File: config.mk
export PLATFORM = sky130hd
export DESIGN_NAME = adcr_regs
export DESIGN_NICKNAME = d
export VERILOG_FILES = /design/src/rtl/adcr_pkg.sv /design/src/rtl/adcr_regs.sv /design/src/rtl/adcr_ready_pin.sv
export SDC_FILE = /design/constraint.sdc
export NUM_CORES = 1
export LEC_CHECK = 0
export ABC_AREA = 1
export BUFFER_PORTS_ARGS = -buffer_cell sky130_fd_sc_hd__buf_2
export CAP_MARGIN = 25
export CORE_UTILIZATION = 50
export DETAILED_ROUTE_END_ITERATION = 10
export PLACE_DENSITY_LB_ADDON = 0.15
export SLEW_MARGIN = 0
export SYNTH_ARGS = -nofsm -noshare
export SYNTH_HDL_FRONTEND = slang
export SYNTH_SLANG_ARGS = --single-unit
File: constraint.sdc
create_clock -name ref_clk -period 2.9 [get_ports ref_clk]
set_input_delay 0.435 -clock ref_clk [delete_from_list [all_inputs] [get_ports ref_clk]]
set_output_delay 0.435 -clock ref_clk [all_outputs]
set_load 0.01 [all_outputs]
File: src/rtl/adcr_pkg.sv
package adcr_pkg;

  // Register indices; byte address is index times four
  localparam logic [7:0]  IDX_IDENT       = 8'h00;
  localparam logic [7:0]  IDX_STATUS      = 8'h01;
  localparam logic [7:0]  IDX_MODE        = 8'h02;
  localparam int unsigned ADDR_IDX_LSB    = 2;
  localparam int unsigned ADDR_IDX_MSB    = 9;

  // Identification fields
  localparam logic [3:0]  CHANNEL_COUNT   = 4'h3;
  localparam int unsigned NUM_CH          = 3;

  // Values after reset
  localparam logic [15:0] STATUS_RESET    = 16'h0500;
  localparam logic [15:0] MODE_RESET      = 16'h0510;

  // Status field positions
  localparam int unsigned ST_LOCK         = 15;
  localparam int unsigned ST_RESYNC       = 14;
  localparam int unsigned ST_REGMAP       = 13;
  localparam int unsigned ST_CRCERR       = 12;
  localparam int unsigned ST_CRCTYPE      = 11;
  localparam int unsigned ST_RESET        = 10;
  localparam int unsigned ST_WLEN_LSB     = 8;

  // Data-ready pulse timing
  localparam int unsigned CLK_PERIOD_NS   = 20;
  localparam int unsigned READY_PULSE_NS  = 80;
  localparam int unsigned READY_PULSE_CYC =
    (READY_PULSE_NS + CLK_PERIOD_NS - 1) / CLK_PERIOD_NS;

  // AHB codes
  localparam logic [1:0]  HTRANS_NONSEQ   = 2'h2;
  localparam logic [1:0]  HTRANS_SEQ      = 2'h3;
  localparam logic [2:0]  HSIZE_WORD      = 3'h2;

  typedef struct packed {
    logic       reservedHi;
    logic       reservedHi0;
    logic       regCrcEnable;
    logic       rxCrcEnable;
    logic       crcAnsi;
    logic       resetFlag;
    logic [1:0] wordLengthSelect;
    logic [2:0] reservedLo;
    logic       timeoutEnable;
    logic [1:0] readyPinSourceSelect;
    logic       readyPinIdleTristate;
    logic       readyPinPulseFormat;
  } adcr_mode_t;

  typedef struct packed {
    logic        ifaceLocked;
    logic        resyncPulse;
    logic        rxCrcErrorPulse;
    logic [15:0] regMapCrc;
    logic [2:0]  newDataPulse;
    logic [2:0]  dataTakenPulse;
    logic [2:0]  chEnable;
  } adcr_conv_t;

  typedef enum logic [2:0] {
    RDY_IDLE  = 3'b001,
    RDY_PULSE = 3'b010,
    RDY_HOLD  = 3'b100
  } adcr_rdy_state_t;

endpackage

File: src/rtl/adcr_regs.sv
// Behaviour
// RULE1: Identification reads channel count three, bits 11:8
// RULE2: Host ignores identification low byte contents
// RULE3: Status register at index one, resets 0500h
// RULE4: Bit 15 shows serial interface locked
// RULE5: Bit 14 set on each resynchronization
// RULE6: Bit 13 set when register-map checksum changes
// RULE7: Bit 12 set on input frame checksum error
// RULE8: Bit 11 shows checksum polynomial, CCITT default
// RULE9: Bit 10 shows reset occurred, one after reset
// RULE10: Bits 9:8 show data word length
// RULE11: Bits 2:0 show per-channel new data
// RULE12: Mode register at index two, resets 0510h
// RULE13: Writing mode bit 10 zero clears reset flag
// RULE14: Mode bits 13,12 enable map, input checksums
// RULE15: Mode bits 3:2 choose data-ready pin source
// RULE16: Timeout enable, ready pin tristate and pulse
// RULE17: Status type and length mirror mode fields
// RULE18: Reserved status zero; read-only writes ignored
`timescale 1ns/1ps
module adcr_regs
  import adcr_pkg::*;
#(
  parameter logic [3:0] ID_UPPER    = 4'h0,
  parameter logic [7:0] ID_REVISION = 8'h00
) (
  input  wire logic        ref_clk,
  input  wire logic        nrst,
  input  wire logic        hsel,
  input  wire logic [31:0] haddr,
  input  wire logic [1:0]  htrans,
  input  wire logic        hwrite,
  input  wire logic [2:0]  hsize,
  input  wire logic [31:0] hwdata,
  input  wire logic        hready,
  output logic             hreadyout,
  output logic             hresp,
  output logic [31:0]      hrdata,
  input  wire adcr_conv_t  conv,
  output adcr_mode_t       modeOut,
  output logic             readyPinOut,
  output logic             readyPinOe
);
  // ID_UPPER and ID_REVISION values are arbitrary

  adcr_mode_t  mode_ff;
  adcr_mode_t  nxt_mode;
  logic        lock_ff;
  logic        nxt_lock;
  logic        resyncFlag_ff;
  logic        nxt_resyncFlag;
  logic        regMapFlag_ff;
  logic        nxt_regMapFlag;
  logic        crcErrFlag_ff;
  logic        nxt_crcErrFlag;
  logic [2:0]  newDataFlag_ff;
  logic [2:0]  nxt_newDataFlag;
  logic [15:0] crcBase_ff;
  logic [15:0] nxt_crcBase;
  logic        wrPend_ff;
  logic        nxt_wrPend;
  logic [7:0]  wrIdx_ff;
  logic [7:0]  nxt_wrIdx;
  logic [31:0] hrdata_ff;
  logic [31:0] nxt_hrdata;
  logic        accept;
  logic        rdAccept;
  logic [7:0]  aIdx;
  logic        modeWrite;
  logic        statusRead;
  logic [15:0] statusNow;

  function automatic logic [15:0] buildStatus(
    input logic       lock,
    input logic       resync,
    input logic       regMap,
    input logic       crcErr,
    input adcr_mode_t mode,
    input logic [2:0] newData
  );
    logic [15:0] s;
    s = 16'h0000; // [RULE18]
    s[ST_LOCK]    = lock; // [RULE4]
    s[ST_RESYNC]  = resync; // [RULE5]
    s[ST_REGMAP]  = regMap; // [RULE6]
    s[ST_CRCERR]  = crcErr; // [RULE7]
    s[ST_CRCTYPE] = mode.crcAnsi; // [RULE8] [RULE17]
    s[ST_RESET]   = mode.resetFlag; // [RULE9]
    s[ST_WLEN_LSB +: 2] = mode.wordLengthSelect; // [RULE10] [RULE17]
    s[NUM_CH-1:0] = newData; // [RULE11]
    return s;
  endfunction

  // Bus address phase decode
  always_comb begin
    accept   = hsel & hready & (htrans == HTRANS_NONSEQ || htrans == HTRANS_SEQ);
    rdAccept = accept & ~hwrite;
    aIdx     = haddr[ADDR_IDX_MSB:ADDR_IDX_LSB];
  end

  always_comb begin
    nxt_wrPend = accept & hwrite & (hsize == HSIZE_WORD);
    nxt_wrIdx  = accept ? aIdx : wrIdx_ff;
    modeWrite  = wrPend_ff & (wrIdx_ff == IDX_MODE); // [RULE18]
    statusRead = rdAccept & (aIdx == IDX_STATUS);
  end

  // Mode register
  always_comb begin
    nxt_mode = mode_ff;
    if (modeWrite) begin
      nxt_mode = adcr_mode_t'(hwdata[15:0]); // [RULE12] [RULE14] [RULE16]
      // Reset flag is clear-only from software
      nxt_mode.resetFlag = mode_ff.resetFlag & hwdata[ST_RESET]; // [RULE13]
    end
  end

  // Status flags; a set wins over a read clear
  always_comb begin
    nxt_lock       = conv.ifaceLocked; // [RULE4]
    nxt_resyncFlag = conv.resyncPulse | (resyncFlag_ff & ~statusRead); // [RULE5]
    nxt_crcErrFlag = (conv.rxCrcErrorPulse & mode_ff.rxCrcEnable) // [RULE7] [RULE14]
                     | (crcErrFlag_ff & ~statusRead);
    nxt_crcBase    = crcBase_ff;
    nxt_regMapFlag = regMapFlag_ff & ~statusRead;
    if (!mode_ff.regCrcEnable) begin
      nxt_crcBase    = conv.regMapCrc; // [RULE14]
      nxt_regMapFlag = 1'b0;
    end else if (conv.regMapCrc != crcBase_ff) begin
      nxt_crcBase    = conv.regMapCrc;
      nxt_regMapFlag = 1'b1; // [RULE6]
    end
    nxt_newDataFlag = conv.newDataPulse | (newDataFlag_ff & ~conv.dataTakenPulse); // [RULE11]
  end

  // Read data, with a pending mode write forwarded
  always_comb begin
    statusNow  = buildStatus(lock_ff, resyncFlag_ff, regMapFlag_ff, crcErrFlag_ff,
                             nxt_mode, newDataFlag_ff);
    nxt_hrdata = hrdata_ff;
    if (rdAccept) begin
      case (aIdx)
        IDX_IDENT:  nxt_hrdata = {16'h0000, ID_UPPER, CHANNEL_COUNT, ID_REVISION}; // [RULE1]
        IDX_STATUS: nxt_hrdata = {16'h0000, statusNow}; // [RULE3]
        IDX_MODE:   nxt_hrdata = {16'h0000, nxt_mode};
        default:    nxt_hrdata = 32'h0000_0000;
      endcase
    end
  end

  always_ff @(posedge ref_clk) begin
    if (!nrst) begin
      mode_ff        <= adcr_mode_t'(MODE_RESET); // [RULE12]
      lock_ff        <= STATUS_RESET[ST_LOCK]; // [RULE3]
      resyncFlag_ff  <= STATUS_RESET[ST_RESYNC];
      regMapFlag_ff  <= STATUS_RESET[ST_REGMAP];
      crcErrFlag_ff  <= STATUS_RESET[ST_CRCERR];
      newDataFlag_ff <= 3'h0;
      crcBase_ff     <= 16'h0000;
      wrPend_ff      <= 1'b0;
      wrIdx_ff       <= 8'h00;
      hrdata_ff      <= 32'h0000_0000;
    end else begin
      mode_ff        <= nxt_mode;
      lock_ff        <= nxt_lock;
      resyncFlag_ff  <= nxt_resyncFlag;
      regMapFlag_ff  <= nxt_regMapFlag;
      crcErrFlag_ff  <= nxt_crcErrFlag;
      newDataFlag_ff <= nxt_newDataFlag;
      crcBase_ff     <= nxt_crcBase;
      wrPend_ff      <= nxt_wrPend;
      wrIdx_ff       <= nxt_wrIdx;
      hrdata_ff      <= nxt_hrdata;
    end
  end

  assign hreadyout = 1'b1;
  assign hresp     = 1'b0;
  assign hrdata    = hrdata_ff;
  assign modeOut   = mode_ff;

  adcr_ready_pin #(
    .PULSE_CYC (READY_PULSE_CYC)
  ) u_ready_pin (
    .ref_clk      (ref_clk),
    .nrst         (nrst),
    .newFlags     (newDataFlag_ff),
    .chEnable     (conv.chEnable),
    .sourceSelect (mode_ff.readyPinSourceSelect), // [RULE15]
    .idleTristate (mode_ff.readyPinIdleTristate),
    .pulseFormat  (mode_ff.readyPinPulseFormat),
    .pinOut       (readyPinOut),
    .pinOe        (readyPinOe)
  );
endmodule

File: src/rtl/adcr_ready_pin.sv
`timescale 1ns/1ps
module adcr_ready_pin
  import adcr_pkg::*;
#(
  parameter int unsigned PULSE_CYC = READY_PULSE_CYC
) (
  input  wire logic        ref_clk,
  input  wire logic        nrst,
  input  wire logic [2:0]  newFlags,
  input  wire logic [2:0]  chEnable,
  input  wire logic [1:0]  sourceSelect,
  input  wire logic        idleTristate,
  input  wire logic        pulseFormat,
  output logic             pinOut,
  output logic             pinOe
);

  adcr_rdy_state_t state_ff;
  adcr_rdy_state_t nxt_state;
  logic [7:0]      count_ff;
  logic [7:0]      nxt_count;
  logic            pinOut_ff;
  logic            nxt_pinOut;
  logic            pinOe_ff;
  logic            nxt_pinOe;
  logic            pending;
  logic            anyEnabled;

  always_comb begin
    anyEnabled = |chEnable;
    case (sourceSelect)
      2'h0:    pending = anyEnabled & (&(newFlags | ~chEnable)); // [RULE15]
      default: pending = |(newFlags & chEnable); // [RULE15]
    endcase
  end

  always_comb begin
    nxt_state = state_ff;
    nxt_count = count_ff;
    case (state_ff)
      RDY_IDLE: begin
        if (pending && pulseFormat) begin
          nxt_state = RDY_PULSE;
          nxt_count = 8'(PULSE_CYC - 1);
        end else if (pending) begin
          nxt_state = RDY_HOLD;
        end
      end
      RDY_PULSE: begin
        if (count_ff == 8'h00) begin
          nxt_state = RDY_HOLD;
        end else begin
          nxt_count = count_ff - 8'h01;
        end
      end
      RDY_HOLD: begin
        if (!pending) begin
          nxt_state = RDY_IDLE;
        end
      end
      default: nxt_state = RDY_IDLE;
    endcase
    // Low while asserted; idle high or released
    if (nxt_state == RDY_PULSE || (nxt_state == RDY_HOLD && !pulseFormat)) begin
      nxt_pinOut = 1'b0; // [RULE16]
      nxt_pinOe  = 1'b1;
    end else begin
      nxt_pinOut = 1'b1;
      nxt_pinOe  = ~idleTristate; // [RULE16]
    end
  end

  always_ff @(posedge ref_clk) begin
    if (!nrst) begin
      state_ff  <= RDY_IDLE;
      count_ff  <= 8'h00;
      pinOut_ff <= 1'b1;
      pinOe_ff  <= 1'b1;
    end else begin
      state_ff  <= nxt_state;
      count_ff  <= nxt_count;
      pinOut_ff <= nxt_pinOut;
      pinOe_ff  <= nxt_pinOe;
    end
  end

  assign pinOut = pinOut_ff;
  assign pinOe  = pinOe_ff;
endmodule

-- Word level (Yosys, flattened, before mapping)
Index checks and enable logic that the tools add are counted.
- input bits: 102
- output and inout bits: 52
- register bits: 93
- reductions and logical operators: 15
- add/subtract/negate cells: 1
- mux-type cells: 15
- eq/ne operators: 15
- bitwise logic cells: 25
- operators by type and width (operator ; count):
    2-to-1 mux 16 bit ; 3
    case mux 16 bit (3 select lines) ; 1
    equality test 8 x 2 -> 1 bit, second input constant ; 2
    zero test 8 bit ; 2
    2-to-1 mux 8 bit ; 2
    inequality test 16 bit ; 1
    case mux 8 bit (2 select lines) ; 1
    bitwise AND 1 bit ; 13
    2-to-1 mux 3 bit ; 4
    equality test 3 x 2 -> 1 bit, second input constant ; 3
    case mux 3 bit (3 select lines) ; 1
    equality test 8 x 1 -> 1 bit, second input constant ; 1
    subtractor 8 x 1 -> 8 bit, second input constant ; 1
    bitwise AND 3 bit ; 2
    equality test 3 bit, second input constant ; 2
    inverter 3 bit ; 2
    bitwise OR 3 bit ; 2
    AND reduction 3 bit ; 2
    OR reduction 3 bit ; 2
    equality test 2 bit, second input constant ; 2
    inequality test 2 x 1 -> 1 bit, second input constant ; 2
    inverter 1 bit ; 4
    equality test 3 x 1 -> 1 bit, second input constant ; 1
    2-to-1 mux 1 bit ; 3
    9 further kinds ; 12

-- Longest topological paths before layout
Gate-level depths: netlist (run 1).
- word-level depth: 12
- gate-level depth with buffers: 10
- gate-level depth less buffers: 10

-- Modules after synthesis
Synthesis (run 1) repeated with hierarchy kept, for this count alone.
- cells, all modules: 494
- area total of the unflattened synthesis: 3734.8 sq um
- by module, submodules not included (module ; seq. area each (sq um) ; cells an instance ; instances ; area an instance (sq um)):
    adcr_regs ; 1281.2 ; 378 ; 1 ; 2939.1
    adcr_ready_pin ; 260.2 ; 116 ; 1 ; 795.8

-- Least setup slack after synthesis (run 1)
Ideal clock, no wire load.
- path kind: flip-flop to flip-flop
- from: reg u_ready_pin.count_ff[0]
- to: reg u_ready_pin.pinOe_ff, in the netlist u_ready_pin.pinOe
- period minus slack after synthesis: 1.370 ns
- library setup time: 0.117 ns
- arrival: 1.253 ns
- cell stages (with the launch flop): 8
- data required time: 2.783 ns
- slack: 1.530 ns
- cell sequence: dfxtp_1 > inv_1 > ha_1 > nand3b_1 > o21ai_4 > nand2_4 > a21oi_1 > nand2_1
- word-level cells in the longest chain between the ends: 7
- RTL lines (element ; RTL line ; source):
    start: declaration ; adcr_ready_pin.sv:20 ; logic [7:0] count_ff;
    start signal: assignment ; adcr_ready_pin.sv:81 ; count_ff <= nxt_count;
    zero test 8 bit * ; adcr_ready_pin.sv:50 ; if (count_ff == 8'h00) begin
    2-to-1 mux 3 bit * ; adcr_ready_pin.sv:50 ;
    case mux 3 bit (3 select lines) * ; adcr_ready_pin.sv:40 ; case (state_ff)
    equality test 3 bit ; adcr_ready_pin.sv:64 ; if (nxt_state == RDY_PULSE || (nxt_state == RDY_HOLD && !pulseFormat)) begin
    logical AND 1 bit ; adcr_ready_pin.sv:64 ;
    logical OR 1 bit * ; adcr_ready_pin.sv:64 ;
    OR reduction 2 bit (no source line) * ; - ;
    end signal: assignment ; adcr_ready_pin.sv:83 ; pinOe_ff <= nxt_pinOe;
    end: declaration ; adcr_ready_pin.sv:24 ; logic pinOe_ff;
Mark *: on every way between the ends. The rest lies on a longest branch, timed or not.
A chain may end at the register's enable or synchronous reset.

-- Worst setup path in the final report (run 1)
Same ends and word-level chain as after synthesis.

==> flow_summary_export.csv, run 1 <==
group,metric,value,unit
timing,fmax,627,MHz
synthesis,syn_area_per_cell,7.24,um^2
timing,holdWs,249,ps
timing,slew_viol_final,0,
synthesis,netlist_instances,502,
drt,num_vias,3317,
synthesis,ys_ff_latch,77,
pwr,power_density,629,mW/mm^2
layout,antennaDiodeCount,0,
clock_network,clockRootBuffer,"clkbuf_8",
clock_network,clkSlewWorstSetupHoldPaths,80,ps
drt,remaining_drc_errors,0,
critical_path,r2r_cells,7,
timing,period_minus_slack,1590,ps
die,fp.dieH,87.2,um
global_route,grt_pass1_vias,3028,
critical_path,critical_path.top_delay_family,"compound AO/OA/AOI/OAI gates",
die,initial_core_util,52.6,%
layout,final_common_cell,"nand2_1",
clock_network,post_cts_buffers,0,
pwr,leakage,2.27,nW
clock_network,clk_latency,340,ps
synthesis,yosysWarningCount,0,
pwr,irDropWorstVdd,0.000350,V
clock_network,cts_hold_buf,0,
global_route,groute.usage.overall,22.5,%
clock_network,cts_tree,"done",
clock_network,htree_levels,3,
synthesis,synth_ff_type,"dfxtp_1",
layout,syn_to_final_growth,21.4,%
synthesis,syn_area,0.00363,mm^2
timing,rsz0062_at_grt,"false",
critical_path,crit_slowest_cell,"dfxtp_1",
hold_path,hold_depth,2,
clock_network,clock_sinks,77,
critical_path,cp_slowest_stage_delay,320,ps
timing,worst_pin_slew,585,ps
hold_path,min_path_type,"in -> reg",
timing,finalHoldViolations,0,
die,die_w,87.2,um
timing,final-setup-viol-count,0,
layout,drive_gt1_share,24.2,%
synthesis,synthArstFlopShare,0,%
placed_design,dpl_cell_area,0.00410,mm^2
synthesis,synth_cell_types,40,
timing,finClkSkew,9.04,ps
layout,layout_common_cells,"nand2_1, buf_2, dfxtp_1",
synthesis,synth-edff-count,0,
placed_design,place_hpwl,5.92,mm
clock_network,cts_inserted_buffers,9,
placed_design,portBuffers,94,
outcome,outcome,"completed",
timing,slew_headroom,60.8,%
critical_path,cp-start-kind,"register",
drt,wl_met1,3.83,mm
global_route,gr-total-overflow,0,
drt,drt_first_pass_iters,4,
critical_path,end_kind,"register",
global_route,grt_max_degree,42,
critical_path,cp_max_fo,9,
clock_network,cts_buffer_depth,2,
critical_path,required,3140,ps
layout,final_nets,698,
layout,utilization,63.9,%
run,drv_cap,0,
die,die-area,0.00761,mm^2
synthesis,ys_seq_area_share,42.4,%
timing,finalCritPeriodShare,55.0,%
clock_network,ctsResizeCount,0,
die,pin_count,154,
critical_path,r2r_setup_slack,1310,ps
drt,drtIter0Drc,177,
critical_path,cp_cell_sequence,"inv_1 > ha_1 > nand3b_1 > o21ai_4 > nand2_4 > a21oi_1 > nand2_1",
critical_path,path_buf_inv,1,
drt,met3_length,445,um
global_route,grt_pass1_wl,13.3,mm
drt,drt_wl_total,8.19,mm
global_route,antenna_found_initial,0,
critical_path,worstSetupPathType,"reg -> reg",
die,rows,30,
timing,tns,0,ps
drt,wl_per_cell,11.8,um
drt,dr_wl_met2,3.84,mm
placed_design,finalWeightedCongestion,0.794,
die,coreArea,0.00691,mm^2
layout,design_area,0.00441,mm^2
critical_path,crit_cells,7,
drt,postRouteAntennaNets,0,
drt,via_per_inst,4.77,
critical_path,crit_arrival,1830,ps
drt,top_layer_used,"met4",
[worst register-to-register path: stages, from the launching register on]
cell and delay [ps]:
dfxtp_1 320, inv_1 100, ha_1 250, nand3b_1 160
o21ai_4 320, nand2_4 140, a21oi_1 140, nand2_1 60
[kinds of logic (layout without fill, tap and decap cells)]
| logic type | count (synthesis) | in the layout | synth area share [%] |
|---|---|---|---|
| flip-flops | 77 | 77 | 42.4 |
| AND/OR/NAND/NOR | 258 | 258 | 32.6 |
| adder cells (fa/ha/maj) | 1 | 1 | 0.344 |
| other | 2 | 18 | 0.207 |
| AO/OA/AOI/OAI | 48 | 48 | 7.41 |
| buffers and inverters | 97 | 179 | 12.4 |
| XOR/XNOR | 19 | 19 | 4.58 |
[cell type report]
| class | instances | area [um^2] |
|---|---|---|
| well taps | 96 | 120 |
| clock inverters | 7 | 185 |
| fillers | 678 | 2500 |
| inverters | 66 | 248 |
| flip-flops and latches | 77 | 1540 |
| repair buffers | 97 | 493 |
| multi-input cells | 344 | 1700 |
| clock buffers | 9 | 124 |
[metrics by stage]
step / power (mW) / setup WS, ps / std cells
6_report: 2.77 / 1310 / 696
2_1_floorplan: 1.46 / 1530 / 518
4_1_cts: 2.79 / 1300 / 696
3_3_place_gp: 1.54 / 1060 / 680
3_5_place_dp: 1.56 / 1040 / 680
5_1_grt: 2.90 / 1150 / 696
[final timing paths]
| kind | from | endpoint |
|---|---|---|
| worst max-delay path | u_ready_pin.count_ff[0] | u_ready_pin.pinOe |
| worst min-delay path | hsize[2] | wrPend_ff |
| worst max register to register | u_ready_pin.count_ff[0] | u_ready_pin.pinOe |
| worst min register to register | hrdata[13] | hrdata[13] |
[cells in the mapped netlist (all sizes together) (2+ instances only)]
cell type,count,share of area [%]
xnor2,11,2.7
or2,3,0.52
o21ai,13,2.1
buf,25,5.0
nand2,128,14
conb,2,0.21
nand3,49,7.5
nor3,6,1.6
dfxtp,77,42
clkbuf,6,0.62
nand4,5,1.2
inv,65,6.7
nor2,65,7.8
a21oi,31,4.5
xor2,8,1.9
[layer usage]
layer  vias up  global-route usage (%)
li1       1707                       -
met1      1508                    28.3
met5         -                       0
met3        10                    5.97
met4         0                    5.51
met2        92                    38.5
[where the power goes]
part	internal (mW)	switching [mW]	total (mW)
clock network	0.832	0.405	1.24
logic	0.155	0.249	0.404
registers	1.11	0.0259	1.13
[registers in the layout, indices dropped and copies added, names as in the netlist]
signal / flops
lock_ff: 1
u_ready_pin.count_ff: 8
crcErrFlag_ff: 1
crcBase_ff: 16
u_ready_pin.pinOut: 1
resyncFlag_ff: 1
regMapFlag_ff: 1
wrPend_ff: 1
modeOut: 16
wrIdx_ff: 8
newDataFlag_ff: 3
hrdata: 16
u_ready_pin.state_ff: 3
u_ready_pin.pinOe: 1
Note: power is estimated with default switching activity, not from simulation.
==> inputs of run 2 (changes only) <==
--- a/config.mk
+++ b/config.mk
@@ -8,7 +8,7 @@
 export ABC_AREA = 1
 export BUFFER_PORTS_ARGS = -buffer_cell sky130_fd_sc_hd__buf_2
 export CAP_MARGIN = 25
-export CORE_UTILIZATION = 50
+export CORE_UTILIZATION = 48
 export DETAILED_ROUTE_END_ITERATION = 10
 export PLACE_DENSITY_LB_ADDON = 0.15
 export SLEW_MARGIN = 0
==> constraint.sdc (replaced) <==
create_clock -name ref_clk -period 1.5 [get_ports ref_clk]
set_input_delay 0.225 -clock ref_clk [delete_from_list [all_inputs] [get_ports ref_clk]]
set_output_delay 0.225 -clock ref_clk [all_outputs]
set_load 0.01 [all_outputs]
==> run 2 against run 1 <==
Against the previous run:
- sequential share of layout area decreased by 0.26 points
- combinational power is 110% higher
- clock power up 14%
- critical path depth unchanged
- global-route usage fell by 0.99 points
- non-clock buffer count is 13 higher
- critical path type unchanged
- first-iteration DRC count down 16%
- total power rose by 61%
- largest cell class unchanged
- cell count up 2.3%
==> flow_summary_export.csv, run 2 (synthesis gave the netlist of run 1 again) <==
group,metric,value,unit
critical_path,r2r_cells,7,
critical_path,end_kind,"register",
drt,remaining_drc_errors,0,
drt,postRouteAntennaNets,0,
timing,fmax,717,MHz
layout,drive_gt1_share,26.4,%
placed_design,place_hpwl,6.20,mm
pwr,irDropWorstVdd,0.000691,V
global_route,grt_max_degree,28,
timing,period_minus_slack,1390,ps
critical_path,crit_arrival,1670,ps
critical_path,worstSetupPathType,"reg -> reg",
global_route,top_usage_layer,"met2",
die,die-area,0.00792,mm^2
layout,antennaDiodeCount,0,
global_route,antenna_found_initial,0,
die,initial_core_util,49.8,%
clock_network,cts_inserted_buffers,9,
clock_network,clkSlewWorstSetupHoldPaths,80,ps
timing,finalHoldViolations,0,
die,die_w,89.0,um
drt,num_vias,3333,
placed_design,place_ws,10.6,ps
global_route,globalRouteMet2Util,34.5,%
timing,fin_ws,106,ps
layout,layout_common_cells,"nand2_1, buf_2, dfxtp_1",
drt,drt_wl_total,8.21,mm
drt,drtIter0Drc,148,
drt,wl_per_cell,11.5,um
clock_network,cts_buffer_depth,2,
pwr,power_density,1000,mW/mm^2
critical_path,crit_slowest_cell,"dfxtp_1",
outcome,outcome,"completed",
clock_network,clk_latency,340,ps
clock_network,htree_levels,3,
placed_design,portBuffers,94,
pwr,leakage,2.29,nW
hold_path,min_path_type,"in -> reg",
die,rows,31,
global_route,use_met3,5.26,%
critical_path,cp_max_fo,8,
timing,finalCritPeriodShare,92.9,%
global_route,gr-total-overflow,0,
critical_path,required,1770,ps
global_route,groute.usage.overall,21.5,%
critical_path,cp_cell_sequence,"inv_2 > ha_2 > nand3b_1 > o21ai_4 > buf_12 > nand3_1 > a21oi_1",
timing,final-setup-viol-count,0,
run,drv_cap,0,
placed_design,dpl_cell_area,0.00421,mm^2
drt,via_per_inst,4.68,
layout,final_common_cell,"nand2_1",
global_route,grt_pass1_vias,2877,
hold_path,hold_depth,2,
die,fp.dieH,89.0,um
clock_network,clock_sinks,77,
timing,slew_viol_final,0,
pwr,p_total,4.45,mW
die,coreArea,0.00729,mm^2
timing,finClkSkew,10.3,ps
clock_network,cts_tree,"done",
placed_design,finalWeightedCongestion,0.807,
die,pin_count,154,
global_route,grt_pass1_wl,13.0,mm
drt,drt_first_pass_iters,4,
clock_network,clockRootBuffer,"clkbuf_8",
layout,syn_to_final_growth,22.3,%
critical_path,cp-start-kind,"register",
layout,design_area,0.00444,mm^2
global_route,gr-usage-met1,28.2,%
critical_path,cp_slowest_stage_delay,330,ps
layout,utilization,60.9,%
clock_network,cts_hold_buf,0,
layout,final_nets,711,
timing,holdWs,37.3,ps
[run 2: cell types whose count changed in the layout (fill, tap and decap cells not counted), moves of 2 or more]
cell / previous run / this run
clkinv_2: 1 / 3
nand4_2: 2 / 0
buf_4: 3 / 14
nand4_4: 0 / 2
nor2_4: 3 / 5
buf_12: 0 / 2
clkbuf_8: 9 / 11
nor2_1: 56 / 54
bufinv_16: 6 / 0
[run 2: critical path: cells and delay by family (launching register included)]
kind,cells,cell delay [ps]
fa+ha+maj,1,180
flops,1,330
buf+inv,2,230
simple gates,2,210
compound gates,2,380
[run 2: what timing repair did]
action | CTS | global route
resized for setup | 1 | 8
pin swaps | 0 | 5
buffers inserted | 0 | 1
hold endpoints to repair | 0 | 0
endpoints found under the setup margin | 1 | 23
cloned | 0 | 0
[run 2: power by group]
| group | internal, mW | switching (mW) | leakage, nW | total, mW |
|---|---|---|---|---|
| combinational | 0.356 | 0.490 | 1.57 | 0.846 |
| clock | 0.684 | 0.730 | 0.0921 | 1.41 |
| sequential | 2.14 | 0.0522 | 0.628 | 2.19 |
[run 2: through the flow]
step,std cells,setup TNS [ps]
6_report,712,0
5_1_grt,712,-19.8
4_1_cts,711,0
3_5_place_dp,695,0
3_3_place_gp,695,0
2_1_floorplan,518,0
[run 2: final timing paths]
| kind | from | end | slack, ps |
|---|---|---|---|
| max | u_ready_pin.count_ff[0] | u_ready_pin.count_ff[3] | 110 |
| min | hsize[2] | wrPend_ff | 40 |
| max reg2reg | u_ready_pin.count_ff[0] | u_ready_pin.count_ff[3] | 110 |
| min reg2reg | hrdata[12] | hrdata[12] | 460 |
[run 2: cell type report]
class	instances	area (um^2)
sequential	77	1540
inverter	66	248
multi-input combinational	344	1740
timing repair buffer	110	616
fill	717	2850
tap	99	124
clock buffer	12	155
clock inverter	4	22.5
[run 2: routing by layer]
metal,up-vias,part of all wire (%)
li1,1740,-
met1,1483,47
met2,104,46
met3,6,6.6
met4,0,0.95
met5,-,0
